**src/rtl/vcb_pkg.sv**
```systemverilog
// constants and types shared by the csr set/clear bank
package vcb_pkg;
  // ----------------------------------------
  // register offsets
  // ----------------------------------------
  localparam logic [11:0] off_addr_shift   = 12'hfd8;
  localparam logic [11:0] off_bit_clear    = 12'hff4;
  localparam logic [11:0] off_bit_set      = 12'hff8;
  localparam logic [11:0] off_window_base  = 12'hffc;
  // ----------------------------------------
  // field positions
  // ----------------------------------------
  localparam int          bit_board_reset  = 31;
  localparam int          bit_sys_fail     = 30;
  localparam int          bit_board_fail   = 29;
  localparam int          window_hi        = 31;
  localparam int          window_lo        = 27;
  localparam int          shift_lo         = 16;
  localparam int          csr_addr_hi      = 23;
  localparam int          csr_addr_lo      = 19;
  localparam logic [4:0]  window_count     = 5'h1f;
  // ----------------------------------------
  // reset values
  // ----------------------------------------
  localparam logic [4:0]  window_reset     = 5'h00;
  localparam logic [15:0] shift_reset      = 16'h0000;
  localparam logic        board_reset_init = 1'b0;
  localparam logic        board_fail_init  = 1'b0;
  typedef enum logic [1:0] {
    vcb_sel_none,
    vcb_sel_clear,
    vcb_sel_set,
    vcb_sel_base
  } vcb_sel_type;
endpackage

```
**src/rtl/vcb_xlate_if.sv**
```systemverilog
// carrier between the bank and the address translator
interface vcb_xlate_if;
  logic [15:0] shift;
  logic [31:0] src_addr;
  logic [31:0] dst_addr;
  modport bank  (output shift, output src_addr, input dst_addr);
  modport xlate (input shift, input src_addr, output dst_addr);
endinterface

```
**src/rtl/vcb_xlate.sv**
```systemverilog
// address translation adder for slave window seven
module vcb_xlate (
  input  wire logic clk,
  input  wire logic rst,
  vcb_xlate_if.xlate port
);
  logic [31:0] next_dst;
  logic [31:0] dst;
  // ----------------------------------------
  // translation
  // ----------------------------------------
  always_comb begin
    // negative shifts wrap as two's complement
    next_dst = port.src_addr + {port.shift, 16'h0000};
  end
  always_ff @(posedge clk or posedge rst) begin
    if (rst) begin
      dst <= 32'h0000_0000;
    end else begin
      dst <= next_dst;
    end
  end
  assign port.dst_addr = dst;
endmodule

```
**src/rtl/vcb_bank.sv**
```systemverilog
// csr bit set / bit clear / window base bank with window seven shift
module vcb_bank (
  input  wire logic        clk,
  input  wire logic        rst,
  input  wire logic        sysfail_strap,
  input  wire logic        reg_wr,
  input  wire logic        reg_rd,
  input  wire logic        from_backplane,
  input  wire logic [11:0] reg_addr,
  input  wire logic [31:0] reg_wdata,
  input  wire logic [3:0]  reg_be,
  output logic      [31:0] reg_rdata,
  input  wire logic [23:0] csr_addr,
  output logic             csr_hit,
  input  wire logic [31:0] src_addr,
  output logic      [31:0] dst_addr,
  output logic             local_board_reset_out,
  output logic             backplane_fail_drive
);
  logic [4:0]  csr_window_select;
  logic [15:0] addr_shift_field;
  logic [7:0]  shift_byte [2];
  logic        board_reset;
  logic        sys_fail;
  logic        strap_done;
  logic [4:0]  next_csr_window_select;
  logic        next_board_reset;
  logic        next_sys_fail;
  logic        next_strap_done;
  logic        top_lane_wr;
  logic        shift_sel;
  logic [31:0] next_rdata;
  logic [31:0] rdata;
  logic        next_hit;
  logic        hit;
  vcb_pkg::vcb_sel_type sel;

  vcb_xlate_if xl ();

  // ----------------------------------------
  // address decode
  // ----------------------------------------
  function automatic vcb_pkg::vcb_sel_type decode(input logic [11:0] a);
    if (a == vcb_pkg::off_bit_clear) begin
      return vcb_pkg::vcb_sel_clear;
    end else if (a == vcb_pkg::off_bit_set) begin
      return vcb_pkg::vcb_sel_set;
    end else if (a == vcb_pkg::off_window_base) begin
      return vcb_pkg::vcb_sel_base;
    end
    return vcb_pkg::vcb_sel_none;
  endfunction

  // the shift register sits outside the csr trio, so it gets its own test
  function automatic logic is_shift(input logic [11:0] a);
    return a == vcb_pkg::off_addr_shift;
  endfunction

  assign sel         = decode(reg_addr);
  assign shift_sel   = is_shift(reg_addr);
  // clear, set and base all live in the top byte lane
  assign top_lane_wr = reg_wr && reg_be[3];

  // ----------------------------------------
  // board reset and sysfail
  // ----------------------------------------
  always_comb begin
    next_board_reset = board_reset;
    next_sys_fail    = sys_fail;
    next_strap_done  = 1'b1;
    if (!strap_done) begin
      // sysfail default is caught after reset release
      // limitation: a sysfail write on that same edge beats the strap
      next_sys_fail = sysfail_strap;
    end
    if (top_lane_wr) begin
      unique case (sel)
        vcb_pkg::vcb_sel_clear: begin
          // local side may not touch board reset
          if (from_backplane && reg_wdata[vcb_pkg::bit_board_reset]) begin
            next_board_reset = 1'b0;
          end
          if (reg_wdata[vcb_pkg::bit_sys_fail]) begin
            next_sys_fail = 1'b0;
          end
        end
        vcb_pkg::vcb_sel_set: begin
          if (from_backplane && reg_wdata[vcb_pkg::bit_board_reset]) begin
            next_board_reset = 1'b1;
          end
          if (reg_wdata[vcb_pkg::bit_sys_fail]) begin
            next_sys_fail = 1'b1;
          end
        end
        vcb_pkg::vcb_sel_base, vcb_pkg::vcb_sel_none: begin
        end
      endcase
    end
  end

  always_ff @(posedge clk or posedge rst) begin
    if (rst) begin
      board_reset <= vcb_pkg::board_reset_init;
      sys_fail    <= 1'b0;
      strap_done  <= 1'b0;
    end else begin
      board_reset <= next_board_reset;
      sys_fail    <= next_sys_fail;
      strap_done  <= next_strap_done;
    end
  end

  // ----------------------------------------
  // window base
  // ----------------------------------------
  always_comb begin
    next_csr_window_select = csr_window_select;
    if (top_lane_wr && sel == vcb_pkg::vcb_sel_base) begin
      // only the top byte lane carries the base, so byte writes suffice
      next_csr_window_select =
        reg_wdata[vcb_pkg::window_hi:vcb_pkg::window_lo];
    end
  end

  always_ff @(posedge clk or posedge rst) begin
    if (rst) begin
      csr_window_select <= vcb_pkg::window_reset;
    end else begin
      csr_window_select <= next_csr_window_select;
    end
  end

  // ----------------------------------------
  // window seven shift, one byte lane per slice
  // ----------------------------------------
  // lane 0 is bits 23:16 under be[2], lane 1 is bits 31:24 under be[3]
  for (genvar lane = 0; lane < 2; lane++) begin : g_shift_lane
    logic [7:0] next_shift_byte;
    always_comb begin
      next_shift_byte = shift_byte[lane];
      if (reg_wr && shift_sel && reg_be[2+lane]) begin
        next_shift_byte = reg_wdata[vcb_pkg::shift_lo+8*lane +: 8];
      end
    end
    always_ff @(posedge clk or posedge rst) begin
      if (rst) begin
        shift_byte[lane] <= vcb_pkg::shift_reset[8*lane +: 8];
      end else begin
        shift_byte[lane] <= next_shift_byte;
      end
    end
  end

  assign addr_shift_field = {shift_byte[1], shift_byte[0]};

  // ----------------------------------------
  // read data and window match
  // ----------------------------------------
  always_comb begin
    next_rdata = rdata;
    if (reg_rd) begin
      next_rdata = 32'h0000_0000;
      unique case (sel)
        vcb_pkg::vcb_sel_clear, vcb_pkg::vcb_sel_set: begin
          next_rdata[vcb_pkg::bit_board_reset] = board_reset;
          next_rdata[vcb_pkg::bit_sys_fail]    = sys_fail;
          next_rdata[vcb_pkg::bit_board_fail]  = vcb_pkg::board_fail_init;
        end
        vcb_pkg::vcb_sel_base: begin
          next_rdata[vcb_pkg::window_hi:vcb_pkg::window_lo] = csr_window_select;
        end
        vcb_pkg::vcb_sel_none: begin
          if (shift_sel) begin
            next_rdata[31:vcb_pkg::shift_lo] = addr_shift_field;
          end
        end
      endcase
    end
    // code zero is the parked value after reset, so it never decodes
    next_hit = (csr_addr[vcb_pkg::csr_addr_hi:vcb_pkg::csr_addr_lo] == csr_window_select)
             && (csr_window_select != 5'h00);
  end

  always_ff @(posedge clk or posedge rst) begin
    if (rst) begin
      rdata <= 32'h0000_0000;
      hit   <= 1'b0;
    end else begin
      rdata <= next_rdata;
      hit   <= next_hit;
    end
  end

  // ----------------------------------------
  // translation
  // ----------------------------------------
  assign xl.shift    = addr_shift_field;
  assign xl.src_addr = src_addr;

  vcb_xlate u_xlate (
    .clk  (clk),
    .rst  (rst),
    .port (xl.xlate)
  );

  assign dst_addr              = xl.dst_addr;
  assign reg_rdata             = rdata;
  assign csr_hit               = hit;
  assign local_board_reset_out = board_reset;
  assign backplane_fail_drive  = sys_fail;
endmodule

```
**config.mk**
```make
export PLATFORM = sky130hd
export DESIGN_NAME = vcb_bank
export DESIGN_NICKNAME = d
export VERILOG_FILES = /design/src/rtl/vcb_pkg.sv /design/src/rtl/vcb_xlate_if.sv /design/src/rtl/vcb_xlate.sv /design/src/rtl/vcb_bank.sv
export SDC_FILE = /design/constraint.sdc
export NUM_CORES = 1
export LEC_CHECK = 0
export BUFFER_PORTS_ARGS = -buffer_cell sky130_fd_sc_hd__buf_2
export CAP_MARGIN = 0
export CELL_PAD_IN_SITES_DETAIL_PLACEMENT = 1
export CELL_PAD_IN_SITES_GLOBAL_PLACEMENT = 1
export CORE_MARGIN = 1.5
export CORE_UTILIZATION = 34
export DETAILED_ROUTE_END_ITERATION = 12
export GPL_TIMING_DRIVEN = 0
export MAX_ROUTING_LAYER = met4
export PLACE_DENSITY_LB_ADDON = 0.1
export SYNTH_ARGS = -nofsm -noshare
export SYNTH_HDL_FRONTEND = slang
export SYNTH_SLANG_ARGS = --single-unit
export TNS_END_PERCENT = 30
```
**constraint.sdc**
```tcl
create_clock -name clk -period 3.1 [get_ports clk]
set_input_delay 0.62 -clock clk [delete_from_list [all_inputs] [get_ports clk]]
set_output_delay 0.62 -clock clk [all_outputs]
set_load 0.01 [all_outputs]
```
==> reports/results.txt, run 1 <==
Dpl hpwl - 7000 microns
Setup violators final - 0
RSZ-0062 raised after global routing - false
Status - finished, final reports clean
Comb pwr share - 10.8%
Netlist Area Pre-Place - 3480 sq um
# clock sinks - 73
CP peak stage delay - 0.44 ns
Clk network pwr share - 37.5%
Asr flop ratio synth - 100%
Multi-input logic area - 1470 sq um
Initial DRC count - 59
Core area - 9860 sq um
Worst EP required - 3.32 ns
Antenna viol nets, final - 0
CTS Hold Buffers Added - 0
Max Slew Vio Count - 0
Sequential share of power - 51.7%
Commonest cells post-synth - dfrtp_1, inv_1, mux2_2
Final wirelength - 8860 microns
Vias per Instance - 4.79
Yosys reg bits - 73
Hold Path Class - in2async
Area contributors post-synth - dfrtp_1, mux2_2, ha_1
GPL Wtd Cong - 0.850
Clock slew at reported path FFs - 0.10 ns
Post-synth EDFFs - 0
Buf/Inv on CP - 0
Vias in the first global route - 2982
Cell internal pwr - 1370 uW
Chip height - 104 microns
# DRC - 0
Grt ovf - 0
Clock Skew - 0.0140 ns
Final Cycle Share - 85.7%
Worst slew pin tran - 0.700 ns
Most used DFF post-synth - dfrtp_1
Vias - 2883
Worst setup SP type - flip-flop
Total GRT Usage - 18.0%
CTS Buf Count - 9
Placed cell count - 586
Final net count - 590
Fill cells - 1165
Library cells used by synthesis - 50
WL per Instance - 14.7 microns
Row cnt - 36
Worst Setup End Kind - flip-flop
Largest net degree at the start of global routing - 45
Top-count cell post-synth - dfrtp_1
Sw Share - 27.7%
Worst path slowest cell - a221oi_1
Relative slew slack - 52.7%
Starting Density - 35.2%
Clk root buf - clkbuf_8
Synthesized instance count - 315
Initial antenna violation count - 0
F_max - 376 MHz
Max H-tree Level - 3
Iteration count of the initial detailed-routing pass - 4
Hold Fails Final Rpt - 0
Max cap viols - 0
Ys Warns - 0
Syn Area/Cell - 11.0 sq um
CP max FO - 3
Clk_lat worst skew - 0.36 ns
Full die area - 10800 sq um
Final cell count without fillers - 602
Register area share after synthesis - 52.6%
Min Clock Period, post-route - 2.66 ns
Lkg Pwr - 0.00234 uW
Post-synth top area share - 52.6%
R2r setup slk - 0.44 ns
Sw Pwr - 526 uW
Post-CTS setup buffer count - 0
Final Power - 1900 uW
Peak supply drop - 0.000160 V
Worst path arrival time - 2.88 ns
Die X-Extent - 104 microns
I/O pin total - 177
First-pass GRT wire length - 14800 microns
CTS tree - done
Sequential cell area - 1830 sq um
Critical path's top delay family - compound AO/OA/AOI/OAI gates
Clock buffer depth - 2
Kind of critical path - reg2reg
Quantity of gates resized following cts - 0
Share of post-route cells with drive strength above 1 - 38.8%
Layout area overhead - 30.2%
Pwr/cell area - 420 nW/um^2
PortBufs - 122
Crit-path cells - ha_1 -> fa_1 -> a21o_1 -> a221oi_1 -> nand2_1 -> o21bai_1 -> a32oi_1 -> xor2_1
Ant diodes - 0
Leading area contributor after synthesis - dfrtp_1
## layer usage
metal / GRT usage (%) / up-vias / share of wire (%)
li1: - / 1385 / -
met1: 22.6 / 1404 / 44
met2: 28.9 / 84 / 50
met3: 3.88 / 10 / 5.1
met4: 5.95 / 0 / 1.3
met5: - / - / 0
## cells in the final DEF (no fill, tap or decap), types with 2 or more instances in the layout
| master | synthesis | layout |
|---|---|---|
| clkbuf_1 | 5 | 5 |
| o21bai_1 | 2 | 2 |
| o22ai_1 | 6 | 6 |
| a22oi_1 | 3 | 3 |
| a21o_1 | 5 | 5 |
| inv_6 | 0 | 2 |
| nand2_1 | 12 | 12 |
| ha_1 | 15 | 15 |
| mux2_2 | 21 | 21 |
| o211ai_1 | 3 | 3 |
| a21oi_1 | 18 | 18 |
| conb_1 | 2 | 17 |
| xor2_1 | 4 | 4 |
| xnor2_1 | 12 | 12 |
| nand4_1 | 4 | 4 |
| clkbuf_8 | 0 | 9 |
| inv_1 | 21 | 20 |
| clkinv_4 | 0 | 3 |
| and3_1 | 4 | 4 |
| mux2i_1 | 2 | 2 |
| nor2_1 | 18 | 18 |
| nor3_1 | 5 | 5 |
| and2_1 | 3 | 3 |
| buf_4 | 17 | 17 |
| buf_2 | 1 | 123 |
| o21ai_0 | 18 | 18 |
| dfrtp_1 | 73 | 73 |
| nand3_1 | 16 | 16 |
## flip-flops by register name (all words and copies together) (netlist names)
signal / count
csr_hit: 1
u_xlate.port.dst_addr: 32
strap_done: 1
local_board_reset_out: 1
reg_rdata: 16
addr_shift_field: 16
backplane_fail_drive: 1
csr_window_select: 5
## logic make-up (layout without fill, tap and decap cells)
family          Yosys count  after routing  share of synthesized area, %
mux                      23             23                          7.38
simple gates             72             72                          10.8
buf+inv                  45            184                          6.73
compound gates           68             68                          12.3
fa+ha+maj                16             16                          5.98
xor+xnor                 16             16                          4.03
flops                    73             73                          52.6
other cells               2             17                         0.216
## final cells by class
| type | instances | share of cell area, % |
|---|---|---|
| Sequential cell | 73 | 40.4 |
| Tap cell | 133 | 3.68 |
| Clock inverter | 7 | 1.38 |
| Inverter | 21 | 1.80 |
| Multi-Input combinational cell | 212 | 32.5 |
| Clock buffer | 9 | 2.74 |
| Timing Repair Buffer | 123 | 14.1 |
| Buffer | 24 | 3.43 |
## path summary, 6_finish.rpt
| kind | end | cells after the start | from |
|---|---|---|---|
| hold reg to reg | reg_rdata[26] | 2 | reg_rdata[26] |
| max in group asynchronous | addr_shift_field[10] | 3 | rst |
| min in group clk | u_xlate.port.dst_addr[7] | 1 | src_addr[7] |
| setup / recovery | u_xlate.port.dst_addr[30] | 8 | addr_shift_field[0] |
| setup reg to reg | u_xlate.port.dst_addr[30] | 8 | addr_shift_field[0] |
| hold / removal | u_xlate.port.dst_addr[9] | 2 | rst |
## power by group through the flow
| stage | combinational (uW) | clock [uW] | sequential, uW |
|---|---|---|---|
| floorplan | 93.4 | 0 | 1010 |
| global placement | 200 | 0 | 1000 |
| detailed placement | 209 | 0 | 1000 |
| CTS | 209 | 737 | 982 |
| global route | 230 | 784 | 984 |
| finish | 206 | 712 | 982 |
## through the flow
| stage | hold WS, ns | setup TNS (ns) | util [%] | cell area, sq um | setup WS, ns |
|---|---|---|---|---|---|
| finish | 0.265 | 0 | 45.9 | 4530 | 0.443 |
| global route | 0.270 | 0 | 45.9 | 4530 | 0.245 |
| CTS | 0.262 | 0 | 45.9 | 4530 | 0.411 |
| detailed placement | 0.514 | 0 | 44.0 | 4340 | 0.0838 |
| global placement | 0.508 | -28.41 | 43.7 | 4310 | -0.393 |
| floorplan | 0.485 | 0 | - | 3530 | 0.576 |
(Power assumes the default switching activity.)
==> run 2: changes to the inputs <==
--- a/config.mk
+++ b/config.mk
@@ -14,7 +14,7 @@
 export DETAILED_ROUTE_END_ITERATION = 12
 export GPL_TIMING_DRIVEN = 0
 export MAX_ROUTING_LAYER = met4
-export PLACE_DENSITY_LB_ADDON = 0.1
+export PLACE_DENSITY = 0.9
 export SYNTH_ARGS = -nofsm -noshare
 export SYNTH_HDL_FRONTEND = slang
 export SYNTH_SLANG_ARGS = --single-unit
==> reports/results.txt, run 2 (synthesis gave the netlist of run 1 again) <==
Pwr/cell area - 419 nW/um^2
CTS Buf Count - 9
Antenna viol nets, final - 0
Most common cell after layout, fill and taps aside - buf_2
Vias - 2893
Clock Skew - 0.00470 ns
Worst Hold End - u_xlate.port.dst_addr[1]
Quantity of gates resized following cts - 0
Register-to-Register Path Depth - 8
Grt ovf - 0
Peak supply drop - 0.000220 V
Ant diodes - 0
Final cell count without fillers - 601
Relative slew slack - 40.8%
Full die area - 10800 sq um
Met2 WL - 4400 microns
Max cap viols - 0
Worst EP required - 3.32 ns
Chip height - 104 microns
Worst slew pin tran - 0.887 ns
Layout area overhead - 29.4%
Top layer in use - met4
Final wirelength - 8960 microns
I/O pin total - 177
Post-route cell area - 4500 sq um
GPL Wtd Cong - 0.852
Post-CTS setup buffer count - 0
Max Slew Vio Count - 0
Core area - 9860 sq um
Placed Area - 4310 sq um
First-pass GRT wire length - 14600 microns
F_max - 372 MHz
RSZ-0062 raised after global routing - false
Min Clock Period, post-route - 2.69 ns
Clock buffer depth - 2
Worst Setup End Kind - flip-flop
# clock sinks - 73
CTS tree - done
Hold Crit Start - src_addr[1]
Final Power - 1880 uW
Met3 Wirelength - 573 microns
Vias per Instance - 4.81
Worst setup SP type - flip-flop
M1 WL - 3790 microns
WL per Instance - 14.9 microns
Setup violators final - 0
Max H-tree Level - 3
Dpl hpwl - 7200 microns
Worst path arrival time - 2.91 ns
Row cnt - 36
Final Cycle Share - 86.7%
# DRC - 0
R2r setup slk - 0.41 ns
Largest net degree at the start of global routing - 74
Fill cells - 1157
Clk_lat worst skew - 0.34 ns
Post-Route Utilization - 45.6%
Status - finished, final reports clean
Share of post-route cells with drive strength above 1 - 38.7%
Reg-to-Reg End - u_xlate.port.dst_addr[30]
Starting Density - 35.2%
Initial antenna violation count - 0
Hold Path Class - in2reg
Iteration count of the initial detailed-routing pass - 4
Vias in the first global route - 2986
CP max FO - 3
Max reg flops - 32
Sequential cell area - 1830 sq um
R2r startpoint - addr_shift_field[0]
PortBufs - 122
Hold Fails Final Rpt - 0
Clock slew at reported path FFs - 0.08 ns
Initial DRC count - 85
Placed cell count - 585
Die X-Extent - 104 microns
Clk root buf - clkbuf_8
Kind of critical path - reg2reg
Total GRT Usage - 17.5%
Lkg Pwr - 0.00233 uW
Multi-input logic area - 1470 sq um
Most frequent cells in the layout - buf_2, dfrtp_1, mux2_2
Final net count - 589
CTS Hold Buffers Added - 0
Hold Path Depth - 1
## run 2: changes by cell type in the layout (fill, tap and decap cells not counted)
| cell | previous run | this run |
|---|---|---|
| clkinv_4 | 3 | 1 |
| clkinvlp_4 | 1 | 2 |
| buf_16 | 1 | 0 |
| inv_6 | 2 | 3 |
## run 2: cell type report
type                            instances  area share (%)
Buffer                                 24            3.45
Clock buffer                            9            2.75
Clock inverter                          7            1.36
Inverter                               21            1.81
Multi-Input combinational cell        212            32.7
Sequential cell                        73            40.6
Tap cell                              133            3.70
Timing Repair Buffer                  122            13.6
## run 2: how the worst max path moves through the flow
stage / startpoint / end / slack [ns]
6_report: addr_shift_field[0] / u_xlate.port.dst_addr[30] / 0.41
5_1_grt: addr_shift_field[0] / u_xlate.port.dst_addr[30] / 0.22
4_1_cts: addr_shift_field[0] / u_xlate.port.dst_addr[30] / 0.40
3_5_place_dp: src_addr[16] / u_xlate.port.dst_addr[30] / 0.07
3_3_place_gp: rst / u_xlate.port.dst_addr[31] / -0.22
2_1_floorplan: src_addr[16] / u_xlate.port.dst_addr[30] / 0.58
## run 2: through the flow
step	hold WS [ns]	worst slack, ns	setup TNS [ns]
after floorplan	0.485	0.576	0
after global placement	0.512	-0.220	-15.74
after detailed placement	0.520	0.0709	0
after CTS	0.354	0.395	0
after global routing	0.345	0.217	0
final	0.375	0.413	0
## run 2: where the power goes
group	leakage (uW)	switching [uW]	total [uW]	internal [uW]
Clock	0.0000888	393	698	305
Combinational	0.00130	115	204	89.1
Sequential	0.000943	6.67	982	975
Total	0.00233	514	1880	1370
## run 2: critical path: stages, from the launching register on
cell and delay, ns:
dfrtp_1 0.41, ha_1 0.22, fa_1 0.41, a21o_1 0.19
a221oi_1 0.45, nand2_1 0.19, o21bai_1 0.31, a32oi_1 0.19
xor2_1 0.19
## run 2: routing by layer
layer	vias to the layer above	track usage, %
met5	-	-
met4	0	7.54
met3	14	4.26
met2	112	28.9
met1	1386	20.4
li1	1381	-
==> run 3: changes to the inputs <==
--- a/config.mk
+++ b/config.mk
@@ -5,16 +5,17 @@
 export SDC_FILE = /design/constraint.sdc
 export NUM_CORES = 1
 export LEC_CHECK = 0
+export ABC_AREA = 1
 export BUFFER_PORTS_ARGS = -buffer_cell sky130_fd_sc_hd__buf_2
 export CAP_MARGIN = 0
 export CELL_PAD_IN_SITES_DETAIL_PLACEMENT = 1
 export CELL_PAD_IN_SITES_GLOBAL_PLACEMENT = 1
 export CORE_MARGIN = 1.5
-export CORE_UTILIZATION = 34
+export CORE_UTILIZATION = 33
 export DETAILED_ROUTE_END_ITERATION = 12
 export GPL_TIMING_DRIVEN = 0
 export MAX_ROUTING_LAYER = met4
-export PLACE_DENSITY = 0.9
+export PLACE_DENSITY = 0.89
 export SYNTH_ARGS = -nofsm -noshare
 export SYNTH_HDL_FRONTEND = slang
 export SYNTH_SLANG_ARGS = --single-unit
==> reports/results.txt, run 3 <==
Post-synth top area share - 48.0%
Initial antenna violation count - 0
Post-Route Utilization - 44.2%
Die X-Extent - 110 microns
Share of post-route cells with drive strength above 1 - 29.0%
Ys Warns - 0
Worst EP required - 3.32 ns
Iteration count of the initial detailed-routing pass - 4
Max H-tree Level - 3
PortBufs - 122
CTS tree - done
Hold Crit Start - src_addr[10]
Row cnt - 39
Hold Path Class - in2reg
Largest net degree at the start of global routing - 74
Max cap viols - 0
Worst path arrival time - 2.11 ns
Setup violators final - 0
I/O pin total - 177
Netlist Area Pre-Place - 3810 sq um
Post-CTS setup buffer count - 0
Max reg flops - 32
Pwr/cell area - 480 nW/um^2
Final setup TNS - 0 ns
F_max - 530 MHz
Full die area - 12200 sq um
Final net count - 741
Grt ovf - 0
GPL Wtd Cong - 0.893
Most used DFF post-synth - dfrtp_1
Commonest cells post-synth - nand2_1, dfrtp_1, inv_1, nand3_1, o21ai_0
Yosys reg bits - 73
Vias per Instance - 4.56
Relative slew slack - 40.4%
Chip height - 110 microns
Dpl hpwl - 8500 microns
CTS Buf Count - 9
Fill cells - 1443
R2r startpoint - addr_shift_field[0]
Worst Setup End Kind - flip-flop
Clk_lat worst skew - 0.33 ns
Core area - 11300 sq um
Final wirelength - 10600 microns
Worst slew pin tran - 0.894 ns
Status - finished, final reports clean
Antenna viol nets, final - 0
Kind of critical path - reg2reg
Leading area contributor after synthesis - dfrtp_1
Area contributors post-synth - dfrtp_1, nand2_1, inv_1
Post-synth EDFFs - 0
R2r setup slk - 1.21 ns
Top-count cell post-synth - nand2_1
Register area share after synthesis - 48.0%
Lkg Pwr - 0.00302 uW
Hold Path Depth - 1
Library cells used by synthesis - 30
Register-to-Register Path Depth - 10
Asr flop ratio synth - 100%
Syn Area/Cell - 8.15 sq um
CP max FO - 3
Clock buffer depth - 2
Synthesized instance count - 467
Clock Skew - 0.00846 ns
CTS Hold Buffers Added - 0
Max Slew Vio Count - 0
Worst Hold End - u_xlate.port.dst_addr[10]
First-pass GRT wire length - 16300 microns
Starting Density - 33.6%
Hold Fails Final Rpt - 0
Final Cycle Share - 60.9%
Vias - 3481
Reg-to-Reg End - u_xlate.port.dst_addr[30]
Quantity of gates resized following cts - 0
Worst setup SP type - flip-flop
Layout area overhead - 31.5%
RSZ-0062 raised after global routing - false
Ant diodes - 0
Peak supply drop - 0.000230 V
Most common cell after layout, fill and taps aside - nand2_1
Clock slew at reported path FFs - 0.06 ns
# clock sinks - 73
Most frequent cells in the layout - nand2_1, buf_2, dfrtp_1
Total GRT Usage - 18.3%
Initial DRC count - 88
Vias in the first global route - 3499
WL per Instance - 13.9 microns
# DRC - 0
Min Clock Period, post-route - 1.89 ns
Clk root buf - clkbuf_16
-- run 3: cell types whose count changed after synthesis, sizes merged, moves of 4 or more --
cell and change:
a21oi -6, nand2 +147, a21o -5, nor3 -5
and3 -4, nand4 +5, o21ai +9, nand3 +16
mux2 -21, nor2 +11, xnor2 -10, inv +48
o22ai -5
-- run 3: area by class of cell --
cell class	count	area [sq um]	share of cell area (%)
Buffer	22	169	3.38
Clock buffer	9	225	4.50
Clock inverter	7	124	2.48
Inverter	69	262	5.23
Multi-Input combinational cell	318	1610	32.1
Sequential cell	73	1830	36.5
Tap cell	143	179	3.58
Timing Repair Buffer	122	611	12.2
-- run 3: worst max-delay path, cell delays in order, from the launching register on --
cell	delay, ns
dfrtp_1	0.44
ha_1	0.25
fa_1	0.44
nand3_1	0.10
nand2_1	0.10
nand2_1	0.08
nand2_1	0.10
nand2_1	0.11
nand2_1	0.06
nand2_1	0.05
nand2_1	0.04
-- run 3: cells by family after synthesis --
group                    Yosys count  share of synthesized area [%]
AO/OA/AOI/OAI                     42                           6.08
XOR/XNOR                           9                           2.07
adder cells (fa/ha/maj)           16                           5.46
buffers and inverters             91                           11.2
flip-flops                        73                           48.0
multiplexers                       1                          0.263
other                              2                          0.197
AND/OR/NAND/NOR                  233                           26.7
-- run 3: worst max path at each step --
stage                              from                        end  slack, ns
detailed placement         src_addr[16]  u_xlate.port.dst_addr[30]       0.93
floorplan                           rst        addr_shift_field[0]       0.63
CTS                 addr_shift_field[0]  u_xlate.port.dst_addr[30]       1.19
global placement                    rst  u_xlate.port.dst_addr[31]      -0.21
global route        addr_shift_field[0]  u_xlate.port.dst_addr[24]       1.05
finish              addr_shift_field[0]  u_xlate.port.dst_addr[30]       1.21
-- run 3: metal layers --
metal | vias up | global-route usage (%) | part of all wire, %
met5 | - | - | 0
met4 | 0 | 6.23 | 1.5
met3 | 15 | 3.76 | 5.3
met2 | 96 | 31.2 | 50
met1 | 1649 | 21.5 | 43
li1 | 1721 | - | -
-- run 3: per-stage QoR --
| step | hold WS, ns | area [sq um] | power, uW | worst slack (ns) | cells |
|---|---|---|---|---|---|
| after floorplan | 0.486 | 3860 | 1120 | 0.627 | 482 |
| after global placement | 0.465 | 4650 | 1210 | -0.207 | 747 |
| after detailed placement | 0.464 | 4650 | 1220 | 0.926 | 747 |
| after CTS | 0.378 | 5000 | 2430 | 1.19 | 763 |
| after global routing | 0.374 | 5000 | 2510 | 1.05 | 763 |
| final | 0.388 | 5000 | 2400 | 1.21 | 763 |
-- run 3: power by group --
part	total (uW)	leakage [uW]	internal [uW]	switching, uW
logic	211	0.00192	85.9	125
clock network	1200	0.000167	793	411
registers	984	0.000941	977	7.38
total	2400	0.00302	1860	544
